File: src/mbl_params.svh
/*
 mirror block load handshake: offsets, field positions, reset values
 and timing counts. assumes a 10 MHz system clock and is included by
 the package, the checker and the bench.
*/
`ifndef MBL_PARAMS_SVH
`define MBL_PARAMS_SVH

// register offsets (byte addresses)
`define MBL_OFS_STATUS 8'h00
`define MBL_OFS_IDENT 8'h04
`define MBL_OFS_VERSION 8'h08
`define MBL_OFS_INT_STATUS 8'h0C
`define MBL_OFS_INT_CLEAR 8'h10
`define MBL_OFS_INT_ENABLE 8'h14
`define MBL_OFS_CONTROL 8'h18
`define MBL_OFS_CTL_LOW 8'h1C
`define MBL_OFS_ROWS 8'h20

// interrupt bit positions
`define MBL_INT_STARTUP 0
`define MBL_INT_LOAD 1
`define MBL_INT_PULSE 2
`define MBL_INT_ORPHAN 3
`define MBL_INT_BITS 4

// control register fields and reset value
`define MBL_CTL_STRICT 0
`define MBL_CTL_RESTART 1
`define MBL_CTL_RESET 2'h1

// control word fields
`define MBL_OP_LSB 0
`define MBL_OP_BLOCK 2'h0
`define MBL_OP_ROW 2'h1
`define MBL_OP_NONE 2'h2

// timing, in picoseconds, and derived cycle counts
`define MBL_CLK_PS 100000
`define MBL_BLOCK_PS 5044440
`define MBL_ROWS 136
`define MBL_PULSE_PS 4000000
`define MBL_BLOCK_CYC ((`MBL_BLOCK_PS + `MBL_CLK_PS - 1) / `MBL_CLK_PS)
`define MBL_ROW_RAW \
	((`MBL_BLOCK_PS / `MBL_ROWS + `MBL_CLK_PS - 1) / `MBL_CLK_PS)
`define MBL_ROW_CYC ((`MBL_ROW_RAW < 1) ? 1 : `MBL_ROW_RAW)
`define MBL_PULSE_CYC ((`MBL_PULSE_PS + `MBL_CLK_PS - 1) / `MBL_CLK_PS)
`define MBL_INIT_CYC 64
`define MBL_CTL_BEATS 3

`endif

File: src/mbl_pkg.sv
/*
 types of the mirror block load handshake. assumes mbl_params.svh
 sits in the same folder.
*/
`include "mbl_params.svh"

package mbl_pkg;
	typedef enum logic [1:0] {
		ST_CHECK,
		ST_SELECT,
		ST_INIT,
		ST_READY
	} mbl_start_t;

	typedef enum logic [1:0] {
		LD_IDLE,
		LD_RUN
	} mbl_load_t;

	// block select and pulse type travel together
	typedef struct packed {
		logic [3:0] block;
		logic [1:0] kind;
	} mbl_pulse_sel_t;

	// 192-bit control word, three 64-bit beats, first beat lowest
	typedef struct packed {
		logic [189:0] body;
		logic [1:0] op;
	} mbl_ctl_word_t;

	typedef struct packed {
		logic ctlPending;
		logic pulseActive;
		logic loadBusy;
		logic startDone;
		logic [1:0] startState;
	} mbl_status_t;
endpackage

File: src/mbl_block_load.sv
/*
 mirror block load handshake of a micromirror array controller.
 assumes a 10 MHz system clock, a synchronous active-high reset and
 host pins that are asynchronous to that clock; the link clock is
 sampled like a pin and all link inputs are taken on its rising edge.
*/
// Overview of operation
// - startup complete only after array initialised
// - check array present, pick config, initialise
// - report init status, version, identity on query
// - control words on channels 1-3 ignored
// - load request ends block, runs word operation
// - busy held while word operation runs
// - block and pulse type choose mirror pulse
// - pulse active held for whole pulse
// - twelve serial links at 10Gbps each; code has one channel 0 beat port and four row lanes
// - block load 5.04444us, row is 1/136; code runs 51 cycles per block and 1 cycle (100 ns) per row
// - row split into four 1024-column segments
`timescale 1ns/100ps

module mbl_block_load
	import mbl_pkg::*;
#(
	parameter logic [31:0] IDENT_CODE = 32'h0000_5A5A, // arbitrary value
	parameter logic [31:0] VERSION_CODE = 32'h0001_0000,
	parameter int INIT_CYCLES = `MBL_INIT_CYC,
	parameter int ROWS_PER_BLOCK = `MBL_ROWS
) (
	// system
	input wire logic clock,
	input wire logic sys_rst,
	// register port
	input wire logic [7:0] regAddr,
	input wire logic [31:0] regWrData,
	input wire logic regWrite,
	input wire logic regRead,
	output logic [31:0] regRdData,
	output logic irq,
	// configuration status
	output logic configDone,
	output logic startupComplete,
	// mirror array presence and setup
	input wire logic arrayPresent,
	input wire logic [1:0] arrayType,
	output logic [1:0] arrayConfigSel,
	output logic arrayInitActive,
	// link clock and channel 0 control word beats
	input wire logic linkClock,
	input wire logic ctlBeatValid,
	input wire logic [63:0] ctlBeatData,
	// per-channel row completion on the data lanes
	input wire logic [3:0] segmentRowDone,
	// block control pins
	input wire logic [3:0] block_select,
	input wire logic [1:0] pulse_type_select,
	input wire logic block_load_request,
	input wire logic mirror_pulse_start,
	output logic block_loading_busy_n,
	output logic mirror_pulse_active,
	// mirror array pulse command
	output logic mirror_clock_pulse,
	output mbl_pulse_sel_t pulseSel
);

	localparam int BLOCK_CYC = `MBL_BLOCK_CYC;
	localparam int ROW_CYC = `MBL_ROW_CYC;
	localparam int PULSE_CYC = `MBL_PULSE_CYC;

	function automatic logic [7:0] opCycles(input logic [1:0] op);
		case (op)
			`MBL_OP_BLOCK: opCycles = 8'(BLOCK_CYC);
			`MBL_OP_ROW: opCycles = 8'(ROW_CYC);
			default: opCycles = 8'h01;
		endcase
	endfunction

	// two-flop synchronisers for every outside input except the register port and reset
	logic [3:0] syncA_reg, syncB_reg, syncC_reg;
	logic [5:0] selA_reg, selB_reg;
	logic [2:0] arrA_reg, arrB_reg;
	logic [4:0] linkA_reg, linkB_reg;
	logic [63:0] beatA_reg, beatB_reg;
	logic linkPrev_reg;

	always_ff @(posedge clock) begin
		if (sys_rst) begin
			syncA_reg <= 4'h0;
			syncB_reg <= 4'h0;
			syncC_reg <= 4'h0;
			selA_reg <= 6'h00;
			selB_reg <= 6'h00;
			arrA_reg <= 3'h0;
			arrB_reg <= 3'h0;
			linkA_reg <= 5'h00;
			linkB_reg <= 5'h00;
			beatA_reg <= 64'h0;
			beatB_reg <= 64'h0;
			linkPrev_reg <= 1'b0;
		end else begin
			syncA_reg <= {mirror_pulse_start, block_load_request,
				2'h0};
			syncB_reg <= syncA_reg;
			syncC_reg <= syncB_reg;
			selA_reg <= {block_select, pulse_type_select};
			selB_reg <= selA_reg;
			arrA_reg <= {arrayPresent, arrayType};
			arrB_reg <= arrA_reg;
			linkA_reg <= {linkClock, segmentRowDone};
			linkB_reg <= linkA_reg;
			beatA_reg <= ctlBeatData;
			beatB_reg <= beatA_reg;
			linkPrev_reg <= linkB_reg[4];
		end
	end

	logic linkEdge;
	logic loadReqEdge;
	logic pulseReqEdge;
	logic [1:0] ctlValidSync;
	assign linkEdge = linkB_reg[4] & ~linkPrev_reg;
	// held strobes: act on the rising edge only once
	assign loadReqEdge = syncB_reg[2] & ~syncC_reg[2];
	assign pulseReqEdge = syncB_reg[3] & ~syncC_reg[3];

	logic vA_reg, vB_reg;
	always_ff @(posedge clock) begin
		if (sys_rst) begin
			vA_reg <= 1'b0;
			vB_reg <= 1'b0;
		end else begin
			vA_reg <= ctlBeatValid;
			vB_reg <= vA_reg;
		end
	end
	assign ctlValidSync = {vB_reg, vB_reg};

	// registers written by software
	logic [1:0] control_reg;
	logic [`MBL_INT_BITS-1:0] intEnable_reg, intStatus_reg;
	logic [`MBL_INT_BITS-1:0] events;

	// startup sequence
	mbl_start_t start_reg;
	logic [15:0] initCount_reg;
	logic [1:0] configSel_reg;
	logic restartPulse;
	assign restartPulse = regWrite && regAddr == `MBL_OFS_CONTROL &&
		regWrData[`MBL_CTL_RESTART];

	always_ff @(posedge clock) begin
		if (sys_rst || restartPulse) begin
			start_reg <= ST_CHECK;
			initCount_reg <= 16'h0000;
			configSel_reg <= 2'h0;
		end else begin
			case (start_reg)
				ST_CHECK: begin
					if (arrB_reg[2])
						start_reg <= ST_SELECT;
				end
				ST_SELECT: begin
					configSel_reg <= arrB_reg[1:0];
					initCount_reg <= 16'h0000;
					start_reg <= ST_INIT;
				end
				ST_INIT: begin
					if (!arrB_reg[2])
						start_reg <= ST_CHECK;
					else if (initCount_reg == 16'(INIT_CYCLES - 1))
						start_reg <= ST_READY;
					else
						initCount_reg <= initCount_reg + 16'h0001;
				end
				ST_READY: start_reg <= ST_READY;
				default: start_reg <= ST_CHECK;
			endcase
		end
	end

	logic ready;
	assign ready = start_reg == ST_READY;

	always_ff @(posedge clock) begin
		if (sys_rst) begin
			configDone <= 1'b0;
			startupComplete <= 1'b0;
			arrayInitActive <= 1'b0;
			arrayConfigSel <= 2'h0;
		end else begin
			// logic runs from reset, so configuration is finished
			configDone <= 1'b1;
			startupComplete <= ready;
			arrayInitActive <= start_reg == ST_INIT;
			arrayConfigSel <= configSel_reg;
		end
	end

	// control word assembly, channel 0 only
	mbl_ctl_word_t ctlWord_reg;
	logic [1:0] beatIdx_reg;
	logic ctlPending_reg;
	logic beatTake;
	// only the channel 0 beat port exists: others never reach here
	assign beatTake = ready && linkEdge && ctlValidSync[0];

	mbl_load_t load_reg;
	logic [7:0] loadCount_reg;
	logic loadStart;
	logic loadDone;
	logic orphanReq;
	logic loadedOnce_reg;
	assign loadStart = load_reg == LD_IDLE && loadReqEdge &&
		(ctlPending_reg || !control_reg[`MBL_CTL_STRICT]);
	assign orphanReq = load_reg == LD_IDLE && loadReqEdge &&
		!ctlPending_reg;
	assign loadDone = load_reg == LD_RUN && loadCount_reg == 8'h01;

	always_ff @(posedge clock) begin
		if (sys_rst) begin
			ctlWord_reg <= '0;
			beatIdx_reg <= 2'h0;
			ctlPending_reg <= 1'b0;
		end else if (beatTake && load_reg == LD_IDLE) begin
			// a word opens a block; beats during a load are dropped and
			// a partial word continues on the first beat after load ends
			case (beatIdx_reg)
				2'h0: ctlWord_reg[63:0] <= beatB_reg;
				2'h1: ctlWord_reg[127:64] <= beatB_reg;
				default: ctlWord_reg[191:128] <= beatB_reg;
			endcase
			if (beatIdx_reg == 2'(`MBL_CTL_BEATS - 1)) begin
				beatIdx_reg <= 2'h0;
				ctlPending_reg <= 1'b1;
			end else begin
				beatIdx_reg <= beatIdx_reg + 2'h1;
				ctlPending_reg <= 1'b0;
			end
		end else if (loadStart) begin
			ctlPending_reg <= 1'b0;
		end
	end

	// row counters per data lane, cleared when a word opens a block
	logic [7:0] rows_reg [4];
	always_ff @(posedge clock) begin
		if (sys_rst) begin
			for (int i = 0; i < 4; i++)
				rows_reg[i] <= 8'h00;
		end else if (beatTake && beatIdx_reg == 2'h0) begin
			for (int i = 0; i < 4; i++)
				rows_reg[i] <= 8'h00;
		end else if (linkEdge && ctlPending_reg) begin
			// data counted only after the word is in
			for (int i = 0; i < 4; i++)
				if (linkB_reg[i] &&
					rows_reg[i] != 8'(ROWS_PER_BLOCK))
					rows_reg[i] <= rows_reg[i] + 8'h01;
		end
	end

	// block load operation
	always_ff @(posedge clock) begin
		if (sys_rst) begin
			load_reg <= LD_IDLE;
			loadCount_reg <= 8'h00;
			loadedOnce_reg <= 1'b0;
		end else begin
			case (load_reg)
				LD_IDLE: begin
					if (loadStart) begin
						load_reg <= LD_RUN;
						loadCount_reg <= opCycles(ctlWord_reg.op);
					end
				end
				LD_RUN: begin
					if (loadDone) begin
						load_reg <= LD_IDLE;
						loadedOnce_reg <= 1'b1;
					end else
						loadCount_reg <= loadCount_reg - 8'h01;
				end
				default: load_reg <= LD_IDLE;
			endcase
		end
	end

	always_ff @(posedge clock) begin
		if (sys_rst)
			block_loading_busy_n <= 1'b1;
		else
			block_loading_busy_n <= !(loadStart ||
				(load_reg == LD_RUN && !loadDone));
	end

	// mirror clock pulse
	logic [7:0] pulseCount_reg;
	logic pulseStart;
	logic pulseDone;
	assign pulseStart = !mirror_pulse_active && pulseReqEdge &&
		load_reg == LD_IDLE && loadedOnce_reg;
	assign pulseDone = mirror_pulse_active && pulseCount_reg == 8'h01;

	always_ff @(posedge clock) begin
		if (sys_rst) begin
			mirror_pulse_active <= 1'b0;
			pulseCount_reg <= 8'h00;
			mirror_clock_pulse <= 1'b0;
			pulseSel <= '0;
		end else begin
			mirror_clock_pulse <= pulseStart;
			if (pulseStart) begin
				mirror_pulse_active <= 1'b1;
				pulseCount_reg <= 8'(PULSE_CYC);
				pulseSel <= {selB_reg[5:2], selB_reg[1:0]};
			end else if (pulseDone) begin
				mirror_pulse_active <= 1'b0;
			end else if (mirror_pulse_active) begin
				pulseCount_reg <= pulseCount_reg - 8'h01;
			end
		end
	end

	// interrupts: set wins over clear
	assign events[`MBL_INT_STARTUP] = ready && !startupComplete;
	assign events[`MBL_INT_LOAD] = loadDone;
	assign events[`MBL_INT_PULSE] = pulseDone;
	assign events[`MBL_INT_ORPHAN] = orphanReq;

	always_ff @(posedge clock) begin
		if (sys_rst)
			intStatus_reg <= '0;
		else if (regWrite && regAddr == `MBL_OFS_INT_CLEAR)
			intStatus_reg <= (intStatus_reg &
				~regWrData[`MBL_INT_BITS-1:0]) | events;
		else
			intStatus_reg <= intStatus_reg | events;
	end

	always_ff @(posedge clock) begin
		if (sys_rst) begin
			intEnable_reg <= '0;
			control_reg <= `MBL_CTL_RESET;
		end else if (regWrite) begin
			if (regAddr == `MBL_OFS_INT_ENABLE)
				intEnable_reg <= regWrData[`MBL_INT_BITS-1:0];
			if (regAddr == `MBL_OFS_CONTROL)
				control_reg <= {1'b0, regWrData[`MBL_CTL_STRICT]};
		end
	end

	always_ff @(posedge clock) begin
		if (sys_rst)
			irq <= 1'b0;
		else
			irq <= |(intStatus_reg & intEnable_reg);
	end

	// register reads, answered one cycle later
	mbl_status_t status;
	assign status = '{ctlPending: ctlPending_reg,
		pulseActive: mirror_pulse_active,
		loadBusy: !block_loading_busy_n,
		startDone: startupComplete,
		startState: start_reg};

	always_ff @(posedge clock) begin
		if (sys_rst)
			regRdData <= 32'h0;
		else if (regRead) begin
			case (regAddr)
				`MBL_OFS_STATUS: regRdData <= {26'h0, status};
				`MBL_OFS_IDENT: regRdData <= IDENT_CODE;
				`MBL_OFS_VERSION: regRdData <= VERSION_CODE;
				`MBL_OFS_INT_STATUS:
					regRdData <= {28'h0, intStatus_reg};
				`MBL_OFS_INT_ENABLE:
					regRdData <= {28'h0, intEnable_reg};
				`MBL_OFS_CONTROL: regRdData <= {30'h0, control_reg};
				`MBL_OFS_CTL_LOW: regRdData <= ctlWord_reg[31:0];
				`MBL_OFS_ROWS: regRdData <= {rows_reg[3], rows_reg[2],
					rows_reg[1], rows_reg[0]};
				default: regRdData <= 32'h0;
			endcase
		end else
			regRdData <= 32'h0;
	end

endmodule // mbl_block_load

File: config.mk
export PLATFORM = sky130hd
export DESIGN_NAME = mbl_block_load
export DESIGN_NICKNAME = d
export VERILOG_FILES = /design/src/mbl_pkg.sv /design/src/mbl_block_load.sv
export VERILOG_INCLUDE_DIRS = /design/src
export SDC_FILE = /design/constraint.sdc
export NUM_CORES = 1
export LEC_CHECK = 0
export BUFFER_PORTS_ARGS = -buffer_cell sky130_fd_sc_hd__buf_2
export CORE_MARGIN = 4
export CORE_UTILIZATION = 35
export CTS_CLUSTER_DIAMETER = 60
export DETAILED_ROUTE_END_ITERATION = 8
export GPL_ROUTABILITY_DRIVEN = 0
export SYNTH_ARGS = -nofsm -noshare
export SYNTH_HDL_FRONTEND = slang
export SYNTH_SLANG_ARGS = --single-unit
export TNS_END_PERCENT = 20
File: constraint.sdc
create_clock -name clock -period 2.5 [get_ports clock]
set_input_delay 0.125 -clock clock [delete_from_list [all_inputs] [get_ports clock]]
set_output_delay 0.125 -clock clock [all_outputs]
set_load 0.01 [all_outputs]
==> summary.txt, run 1 <==
Hold path
  • Hold Crit Start: regAddr[2]
  • Worst Hold Class: input pin to flop
  • Hold Path Cell Cnt: 5
  • Hold Path Sink: control_reg[0]$_SDFFE_PP1N_

Setup path
  • Critical Path RT: between 2 and 3 ns
  • Crit Reg-Reg Endpoint: rows_reg[0][5]$_SDFFCE_PN0P_
  • Critical path launch point type: flop
  • Crit path DAT: ~2.2 ns
  • Critical-path maximum fanout: 8
  • Crit. End Element: flop
  • Reg-to-reg startpoint: start_reg[0]$_SDFFE_PP0P_
  • R2r worst-path depth: 4
  • Critical path type: flop to flop
  • R2R Setup Slk: ~0.45 ns

Layout
  • Core Util, Final: 0.449
  • Layout cell share with drive strength beyond 1: 0.170
  • Filler cells: ~2600
  • Nets@finish: 1313
  • Final Non-Filler Cells: 1572
  • Most common cell after layout, fill and taps aside: dfxtp_1
  • Final Cell Area: about 12000 sq um
  • Most frequent cells in the layout: dfxtp_1 (238), nand2_1 (113), buf_2 (110), nor2b_1 (104), nor2_1 (96)
  • Synth-to-Final Area Change: 25.4%

Global route
  • First-pass GRT wire length: between 30 and 40 mm
  • Initial antenna violation count: 3
  • Total grt overflow: 0
  • Largest net degree at the start of global routing: roughly 80
  • GRT Util Overall: 0.143
  • Number of global-route vias before repair: about 7200

Pwr
  • VDD IR-drop max: about 460 uV
  • Psw: 1.81 mW
  • Switching portion of total power: 0.212
  • Gate power share: 0.037
  • Seq pwr share: 0.510
  • Clock power frac: 0.452
  • Lkg Pwr: approximately 4.7 nW
  • Pint: just under 7 mW
  • Power per standard cell area: 704 nW/um^2

Synthesis
  • Syn Nets: roughly 1100
  • Synthesis-stage register bit count: about 260
  • Post-Synthesis Cells: 1000
  • Seq/Total Area, Yosys: 0.565
  • Post-synth top flop: dfxtp_1
  • Syn_area_per_cell: around 9.7 sq um
  • Post-synth EDFFs: 24
  • Fraction of registers with async set/reset: 0
  • Synth unique cells: between 60 and 70
  • Synthesized cell area: 9700 sq um
  • Synth Warn #: 0

CTS
  • TritonCTS buffer count: 28
  • Clk root buf: clkbuf_16
  • CTS tree: yes
  • Worst-Skew Late Latency: ~0.54 ns
  • CTS max path bufs: 3
  • CTS sink count: about 260
  • CTS clk-pin slew, worst paths: around 0.06 ns
  • Max H-tree Level: 1

Floorplan
  • Row Count: 60
  • Die area: just over 30000 sq um
  • Core area: 27100 sq um
  • Die Span Y: roughly 170 microns
  • Initial Util: 0.358
  • Die Wd: 174 microns
  • I/O Pins: 172

Placement
  • Quantity of I/O buffers inserted on ports: 111
  • Placed cells: 1458
  • Placed inst area: 10700 sq um
  • DPL Wire Length: ~15 mm

STA
  • Fin Clk Skew: about 0.011 ns
  • Clock period minus worst slack: 2.05 ns
  • Worst Tran Pin Value: roughly 0.81 ns
  • RSZ-0062 raised after global routing: false
  • Finish-stage setup viols: 0
  • Slew HR: 0.457
  • Crit share post-route: 0.818
  • Max Slew Vio Count: 0
  • Worst hold margin: approximately 0.12 ns
  • Final hold violations: 0
  • Setup Total Neg Slack: 0 ns
  • Fmax achieved: between 0.4 and 0.5 GHz

Job
  • Total of max-cap violations: 0

Routing
  • Initial DRC count: approximately 380
  • Vias: approximately 7400
  • Drt first pass iters: 4
  • Remaining DRCs: 0
  • Antenna viol nets, final: 0
  • Post-Route WL: approximately 22 mm
  • Post-DR wirelength/cell: about 14 microns
  • Vias/cell: 4.68

Outcome
  • Status: finished, final reports clean
[cell type report]
class | instances | area (sq um) | share of cell area
clock buffers | 42 | 813 | 0.0669
inverters | 26 | 97.6 | 0.00802
clock inverters | 10 | 65.1 | 0.00535
well taps | 372 | 465 | 0.0383
diodes | 3 | 7.51 | 0.000617
repair buffers | 194 | 1330 | 0.110
flip-flops and latches | 262 | 5490 | 0.451
multi-input cells | 663 | 3900 | 0.320
[repair_timing]
action	CTS	global route
resized for setup	0	0
setup buffers	0	0
endpoints found under the hold margin	74	0
hold buffers	59	0
[worst max-delay path: stages, from the launching register on]
cell and delay (ns):
dfxtp_1 0.47, nand2_2 0.15, or4_1 0.53, and2_1 0.26, nand2_1 0.30
[synth_stat cells (3+ instances only)]
cell type / instances / area [sq um]
nor3b_1: 4 / 30.0
nand4b_1: 4 / 35.0
o31ai_1: 3 / 22.5
or4_1: 7 / 52.6
a22o_1: 5 / 43.8
ha_1: 13 / 163
nand4_1: 11 / 68.8
mux2i_1: 6 / 60.1
a31oi_1: 7 / 43.8
nand3b_1: 3 / 22.5
buf_6: 3 / 33.8
nor3_1: 7 / 35.0
o21ai_0: 12 / 60.1
inv_1: 25 / 93.8
buf_1: 3 / 11.3
nand2_1: 113 / 424
mux2_2: 4 / 45.0
xnor2_1: 6 / 52.6
nor2_1: 96 / 360
nor4_1: 8 / 50.1
clkbuf_1: 27 / 101
a32oi_1: 4 / 35.0
edfxtp_1: 24 / 721
a211oi_1: 6 / 45.0
nand3_1: 42 / 210
dfxtp_1: 238 / 4760
a22oi_1: 29 / 218
and2_1: 7 / 43.8
or3b_2: 3 / 26.3
a21oi_1: 71 / 355
buf_2: 16 / 80.1
or2_2: 4 / 25.0
xor2_1: 31 / 272
or3_1: 7 / 43.8
nor2b_1: 104 / 651
and3_1: 16 / 100
[metrics by stage]
step	setup slack [ns]	power [mW]
floorplan	0.674	4.59
global placement	0.487	4.71
detailed placement	0.465	4.71
CTS	0.469	8.68
global route	0.269	8.88
finish	0.455	8.56
[power by group through the flow]
stage / clock network [mW] / logic (mW) / registers [mW]
2_1_floorplan: 0 / 0.147 / 4.45
3_3_place_gp: 0 / 0.249 / 4.46
3_5_place_dp: 0 / 0.251 / 4.46
4_1_cts: 3.99 / 0.322 / 4.37
5_1_grt: 4.15 / 0.356 / 4.38
6_report: 3.87 / 0.319 / 4.37
[worst max-delay path by stage]
stage | start | to | cells after the start
after detailed placement | start_reg[0]$_SDFFE_PP0P_ | rows_reg[0][1]$_SDFFCE_PN0P_ | 4
after floorplan | rows_reg[0][0]$_SDFFCE_PN0P_ | rows_reg[0][2]$_SDFFCE_PN0P_ | 8
after global routing | initCount_reg[1]$_SDFFE_PP0P_ | initCount_reg[4]$_SDFFE_PP0P_ | 7
after global placement | start_reg[0]$_SDFFE_PP0P_ | rows_reg[1][6]$_SDFFCE_PN0P_ | 4
after CTS | start_reg[0]$_SDFFE_PP0P_ | rows_reg[0][2]$_SDFFCE_PN0P_ | 4
final | start_reg[0]$_SDFFE_PP0P_ | rows_reg[0][5]$_SDFFCE_PN0P_ | 4
[cell families (layout without fill, tap and decap cells)]
family | after synthesis | in the layout | synth area share
other cells | 0 | 3 | 0
fa+ha+maj | 13 | 13 | 0.0168
mux | 10 | 10 | 0.0108
simple gates | 452 | 452 | 0.241
compound gates | 151 | 151 | 0.0988
xor+xnor | 37 | 37 | 0.0334
buf+inv | 75 | 272 | 0.0334
flops | 262 | 262 | 0.565
[routing by layer]
layer,share of wire,GRT usage
met4,0.024,0.0409
met1,0.47,0.196
met3,0.056,0.0289
met2,0.45,0.229
met5,0,0
No activity file was read; power rests on OpenSTA's default activity.
==> run 2: changes to the inputs <==
--- a/config.mk
+++ b/config.mk
@@ -6,6 +6,7 @@
 export SDC_FILE = /design/constraint.sdc
 export NUM_CORES = 1
 export LEC_CHECK = 0
+export ABC_AREA = 1
 export BUFFER_PORTS_ARGS = -buffer_cell sky130_fd_sc_hd__buf_2
 export CORE_MARGIN = 4
 export CORE_UTILIZATION = 35
==> constraint.sdc (replaced) <==
create_clock -name clock -period 1.81 [get_ports clock]
set_input_delay 0.0905 -clock clock [delete_from_list [all_inputs] [get_ports clock]]
set_output_delay 0.0905 -clock clock [all_outputs]
set_load 0.01 [all_outputs]
==> run 2 against run 1 <==
Fmax grew 24%. Critical path depth grew 3. Sequential power grew 38%. Worst setup slack lost 0.30 ns. Final area grew 5.2%. Clock power grew 47%. Non-clock buffer count shrank 1. Die area grew 5.1%. Synthesized area grew 5.3%. Clock skew grew 0.0048 ns. Register-to-register slack lost 0.30 ns. Via count grew 14%. Largest power group unchanged.
==> summary.txt, run 2 <==
Setup path
  • Critical path type: flop to flop
  • Critical Path Max Stage Delay: between 0.3 and 0.4 ns
  • Critical Path Slowest Stage Cell: dfxtp_1
  • Critical-path maximum fanout: 8
  • Critical path launch point type: flop
  • Crit-path cells: nand2_2 -> nor2_1 -> nand3_1 -> nand2_1 -> inv_2 -> o2111ai_2 -> nand2_1
  • Crit path DAT: between 1.5 and 2 ns
  • Critical Path RT: 2.00 ns
  • CP delay by family, top: simple AND/OR/NAND/NOR gates
  • Cell mode on critical path: nand2_1
  • Crit. End Element: flop
  • CP bufs+invs: 1

STA
  • Setup Total Neg Slack: 0 ns
  • Worst Tran Pin Value: between 0.6 and 0.7 ns
  • RSZ-0062 raised after global routing: false
  • Clock period minus worst slack: about 1.7 ns
  • Final hold violations: 0
  • Finish-stage setup viols: 0
  • Worst hold margin: ~0.086 ns
  • Max Slew Vio Count: 0
  • Fin Clk Skew: 0.0156 ns
  • Slew HR: 0.569
  • Fmax achieved: 0.605 GHz
  • Final worst setup slack: ~0.16 ns
  • Crit share post-route: 0.913

Placement
  • Worst slack, placed: between 0.1 and 0.15 ns
  • Placed inst area: between 10000 and 15000 sq um
  • Quantity of I/O buffers inserted on ports: approximately 110
  • Placed cells: approximately 1800
  • DPL Wire Length: 16.6 mm

Synthesis
  • Fraction of registers with async set/reset: 0
  • Syn_area_per_cell: about 7.9 sq um
  • Top-count cell post-synth: dfxtp_1
  • Syn Nets: between 1000 and 1500
  • Post-Synthesis Cells: 1287
  • Synth Warn #: 0
  • Synthesized cell area: ~10000 sq um
  • Seq/Total Area, Yosys: 0.537
  • Post-synth top flop: dfxtp_1
  • Main area contributors after synthesis: dfxtp_1 (47%), inv_1 (7.6%), nor2_1 (7.3%), edfxtp_1 (7.1%), nand2_1 (7.0%)
  • Share of the synthesized area in the top cell type: 0.466
  • Synthesis-stage register bit count: 262
  • Synth top cells by count: dfxtp_1 (238), inv_1 (207), nor2_1 (200)
  • Post-synth EDFFs: 24
  • Area leader, netlist: dfxtp_1
  • Synth unique cells: 41

Routing
  • Initial DRC count: between 500 and 600
  • Antenna viol nets, final: 0
  • Max layer used: met4
  • Vias/cell: about 4.5
  • Post-Route WL: between 20 and 25 mm
  • Detail Route met3 WL: about 1.3 mm
  • WL met2: between 10 and 15 mm
  • Remaining DRCs: 0
  • Vias: 8365
  • Post-DR wirelength/cell: 12.8 microns
  • Metal-1 WL: between 10 and 15 mm
  • Drt first pass iters: 5

Hold path
  • Worst Hold Class: input pin to flop

Layout
  • Nets@finish: ~1600
  • Final Cell Area: ~13000 sq um
  • Synth-to-Final Area Change: 25.2%
  • Final Non-Filler Cells: 1872
  • Layout cell share with drive strength beyond 1: 0.151
  • Most frequent cells in the layout: dfxtp_1 (237), inv_1 (207), nor2_1 (199), nand2_1 (191), a21oi_1 (118)
  • N_diodes: 0
  • Core Util, Final: 0.445
  • Most common cell after layout, fill and taps aside: dfxtp_1

CTS
  • Post-CTS Setup Repair Bufs: 0
  • CTS clk-pin slew, worst paths: approximately 0.06 ns
  • CTS sink count: about 260
  • Max H-tree Level: 1
  • Worst-Skew Late Latency: around 0.54 ns
  • CTS tree: yes
  • Clk root buf: clkbuf_16
  • TritonCTS buffer count: 29
  • CTS max path bufs: 3

Pwr
  • Power per standard cell area: 955 nW/um^2
  • Seq pwr share: 0.494
  • Lkg Pwr: around 5.5 nW
  • VDD IR-drop max: roughly 670 uV
  • Gate power share: 0.041
  • Clock power frac: 0.464
  • Switching portion of total power: 0.211
  • Psw: 2.58 mW
  • Final total power: about 12 mW
  • Pint: about 9.6 mW

Floorplan
  • Die Wd: roughly 180 microns
  • I/O Pins: ~170
  • Die area: 32000 sq um
  • Core area: about 29000 sq um
  • Row Count: 62
  • Initial Util: 0.355
  • Die Span Y: 179 microns

Global route
  • Largest net degree at the start of global routing: 140
  • Number of global-route vias before repair: about 8000
  • Total grt overflow: 0
  • First-pass GRT wire length: 39.5 mm
  • GRT Util Overall: 0.148
  • Initial antenna violation count: 0

Job
  • Total of max-cap violations: 0

Outcome
  • Status: finished, final reports clean
run 2: layout make-up:
cell class	instances	area, sq um
repair buffers	193	1350
well taps	384	480
inverters	216	817
clock inverters	7	73.8
multi-input cells	768	3720
fillers	2830	16000
clock buffers	42	866
flip-flops and latches	262	5490
run 2: layer usage:
| metal | vias up | GRT usage |
|---|---|---|
| met2 | 187 | 0.220 |
| li1 | 4412 | - |
| met4 | 0 | 0.0448 |
| met5 | - | 0 |
| met1 | 3725 | 0.219 |
| met3 | 41 | 0.0255 |
run 2: cells by family (layout without fill, tap and decap cells):
family,Yosys count,after routing,share of synthesized area
buffers and inverters,257,458,0.0995
AOI/OAI and AO/OA,186,186,0.0975
xor gates and xnor gates,15,15,0.0129
and+or+nand+nor,554,554,0.237
DFF,262,262,0.537
adders and majority gates,13,13,0.0159
run 2: final timing paths:
check | from | endpoint | slack, ns | cells past startpoint
setup / recovery | start_reg[0]$_SDFFE_PP0P_ | rows_reg[0][6]$_SDFFCE_PN0P_ | 0.16 | 7
hold / removal | regRead | regRdData[6]$_SDFF_PP0_ | 0.09 | 5
setup reg to reg | start_reg[0]$_SDFFE_PP0P_ | rows_reg[0][6]$_SDFFCE_PN0P_ | 0.16 | 7
hold reg to reg | arrA_reg[1]$_SDFF_PP0_ | arrB_reg[1]$_SDFF_PP0_ | 0.40 | 2
run 2: worst reg2reg max path, delay by kind of cell, from the launching register on:
kind,cells,cell delay [ns]
AO/OA/AOI/OAI,1,0.13
buffers and inverters,1,0.16
flip-flops,1,0.31
AND/OR/NAND/NOR,5,0.71
run 2: repair_timing:
| action | in CTS | in global routing |
|---|---|---|
| setup endpoints to repair | 0 | 11 |
| resized for setup | 0 | 5 |
| hold endpoints to repair | 60 | 0 |
| hold buffers | 56 | 0 |
run 2: power by group through the flow:
stage          sequential [mW]  clock, mW  combinational [mW]
6_report                  6.04       5.68               0.503
5_1_grt                   6.05       6.10               0.573
4_1_cts                   6.04       5.83               0.505
3_5_place_dp              6.17          0               0.412
3_3_place_gp              6.17          0               0.407
2_1_floorplan             6.15          0               0.243
==> run 3: changes to the inputs <==
--- a/config.mk
+++ b/config.mk
@@ -6,7 +6,6 @@
 export SDC_FILE = /design/constraint.sdc
 export NUM_CORES = 1
 export LEC_CHECK = 0
-export ABC_AREA = 1
 export BUFFER_PORTS_ARGS = -buffer_cell sky130_fd_sc_hd__buf_2
 export CORE_MARGIN = 4
 export CORE_UTILIZATION = 35
==> run 3 against run 2 <==
The flow now finishes with violations (setup timing). Final cell count is 13% lower. Via count is 8.4% lower. Fmax is 9.0% lower. Register-to-register slack worse by 0.16 ns. Global-route usage is 0.22 points higher. Clock power is 6.0% higher. Routed wire length is 2.4% lower. Worst setup slack worse by 0.16 ns. Utilization is 3.0 points higher. Combinational power is 2% lower. Sequential cell count stayed put. Critical endpoint is now rows_reg[2][7]$_SDFFE_PP0P_. Largest power group unchanged. Highest routed layer is now met5.
==> summary.txt, run 3 (synthesized netlist as in run 1, its figures left out) <==
CTS
  • Clk root buf: clkbuf_16
  • TritonCTS buffer count: 28
  • CTS tree: yes
  • CTS max path bufs: 3
  • CTS clk-pin slew, worst paths: roughly 0.06 ns
  • Worst-Skew Late Latency: between 0.5 and 0.6 ns
  • CTS sink count: ~260
  • Max H-tree Level: 1

Placement
  • Placed cells: 1515
  • Quantity of I/O buffers inserted on ports: 111
  • Worst slack, placed: -0.0285 ns
  • DPL Wire Length: 16.0 mm

Pwr
  • Seq pwr share: 0.481
  • Final total power: 12.5 mW
  • VDD IR-drop max: between 600 and 700 uV
  • Clock power frac: 0.480
  • Lkg Pwr: 5.05 nW
  • Pint: ~10 mW
  • Switching portion of total power: 0.205
  • Power per standard cell area: 974 nW/um^2
  • Psw: about 2.6 mW
  • Gate power share: 0.039

Setup path
  • R2r worst-path depth: 7
  • Crit path DAT: between 2 and 2.5 ns
  • Critical path type: flop to flop
  • Critical-path maximum fanout: 5
  • Critical path launch point type: flop
  • Crit. End Element: flop
  • Critical Path RT: about 2.2 ns

Global route
  • First-pass GRT wire length: between 30 and 40 mm
  • Initial antenna violation count: 4
  • Total grt overflow: 0
  • Largest net degree at the start of global routing: 45
  • Number of global-route vias before repair: 7566
  • GRT Util Overall: 0.150

STA
  • Worst hold margin: between 0.06 and 0.07 ns
  • Setup Total Neg Slack: -0.0110 ns
  • Final worst setup slack: -0.00667 ns
  • Clock period minus worst slack: between 1.5 and 2 ns
  • Max Slew Vio Count: 0
  • Finish-stage setup viols: 2
  • RSZ-0062 raised after global routing: true
  • Crit share post-route: 1.00
  • Fmax achieved: roughly 0.55 GHz
  • Fin Clk Skew: 0.0200 ns
  • Slew HR: 0.675
  • Final hold violations: 0
  • Worst Tran Pin Value: 0.486 ns

Layout
  • Most frequent cells in the layout: dfxtp_1 (237), nand2_1 (113), buf_2 (110), nor2b_1 (104), nor2_1 (96)
  • Final Non-Filler Cells: approximately 1600
  • Filler cells: ~2600
  • Layout cell share with drive strength beyond 1: 0.229
  • Nets@finish: roughly 1400
  • Most common cell after layout, fill and taps aside: dfxtp_1
  • Synth-to-Final Area Change: 32.7%

Outcome
  • Violated checks: setup timing
  • Status: complete, but fails checks

Floorplan
  • Die Span Y: 174 microns
  • Die Wd: 174 microns
  • Initial Util: 0.358
  • Die area: approximately 30000 sq um
  • Row Count: 60
  • I/O Pins: between 150 and 200
  • Core area: about 27000 sq um

Routing
  • Antenna viol nets, final: 0
  • Initial DRC count: ~470
  • Drt first pass iters: 5
  • Remaining DRCs: 0
  • Post-Route WL: about 23 mm
  • Vias/cell: approximately 4.7
  • Post-DR wirelength/cell: about 14 microns
  • Vias: 7662

Hold path
  • Worst Hold Class: input pin to flop
  • Hold Path Cell Cnt: 3

Job
  • Total of max-cap violations: 0
[run 3: changes by cell type in the layout (fill, tap and decap cells not counted), moves of 7 or more]
cell | previous run | this run
a21oi_1 | 118 | 70
a22oi_1 | 0 | 29
or3_1 | 0 | 7
buf_4 | 24 | 77
nor4_1 | 0 | 7
nor2b_1 | 0 | 104
nor2_1 | 199 | 96
nand3_1 | 96 | 40
inv_1 | 207 | 23
o21ai_0 | 49 | 8
and3_1 | 2 | 15
xor2_1 | 12 | 31
nand2_1 | 191 | 113
nand4_1 | 20 | 11
[run 3: area by class of cell]
| type | count | area [sq um] | share of cell area |
|---|---|---|---|
| diodes | 2 | 5.00 | 0.000389 |
| clock buffers | 42 | 897 | 0.0697 |
| clock inverters | 10 | 114 | 0.00884 |
| inverters | 26 | 97.6 | 0.00758 |
| multi-input cells | 664 | 4020 | 0.312 |
| flip-flops and latches | 262 | 5490 | 0.426 |
| well taps | 372 | 465 | 0.0361 |
| repair buffers | 249 | 1790 | 0.139 |
[run 3: path summary, 6_finish.rpt]
path                                from                          end  slack (ns)
min                              regRead     regRdData[28]$_SDFF_PP0_        0.06
max reg2reg  rows_reg[2][1]$_SDFFE_PP0P_  rows_reg[2][7]$_SDFFE_PP0P_      -0.007
min reg2reg      beatB_reg[7]$_SDFF_PP0_  ctlWord_reg[7]$_SDFFE_PP0P_        0.43
max          rows_reg[2][1]$_SDFFE_PP0P_  rows_reg[2][7]$_SDFFE_PP0P_      -0.007
[run 3: critical path, cell delays in order, from the launching register on]
cell,delay [ns]
dfxtp_2,0.32
inv_2,0.07
ha_4,0.11
or4b_4,0.45
o211a_4,0.28
a21oi_4,0.25
or4_4,0.18
a21oi_2,0.04
[run 3: stage by stage]
stage	utilization	cell area (sq um)
2_1_floorplan	-	9700
4_1_cts	0.470	12700
5_1_grt	0.475	12900
6_report	0.475	12900
3_5_place_dp	0.412	11200
3_3_place_gp	0.412	11200
[run 3: power groups by stage]
stage | logic (mW) | clock network (mW) | registers, mW
after global placement | 0.393 | 0 | 6.15
after detailed placement | 0.398 | 0 | 6.15
after global routing | 0.551 | 6.42 | 6.03
after floorplan | 0.202 | 0 | 6.14
after CTS | 0.492 | 6.17 | 6.02
final | 0.495 | 6.02 | 6.02
[run 3: repair_timing]
action                                  4_1_cts  5_1_grt
buffers inserted                              0        2
gates cloned                                  0        1
endpoints found under the hold margin        71        0
endpoints found under the setup margin        8       80
hold buffers                                 55        0
pin swaps                                     2       11
gates resized for setup                       7       26
[run 3: routing by layer]
layer / up-vias / wire, microns / global-route usage
met4: 4 / 685 / 0.0462
li1: 3880 / - / -
met5: - / 19 / 0
met1: 3528 / 10700 / 0.203
met3: 48 / 1400 / 0.0335
met2: 202 / 10500 / 0.241
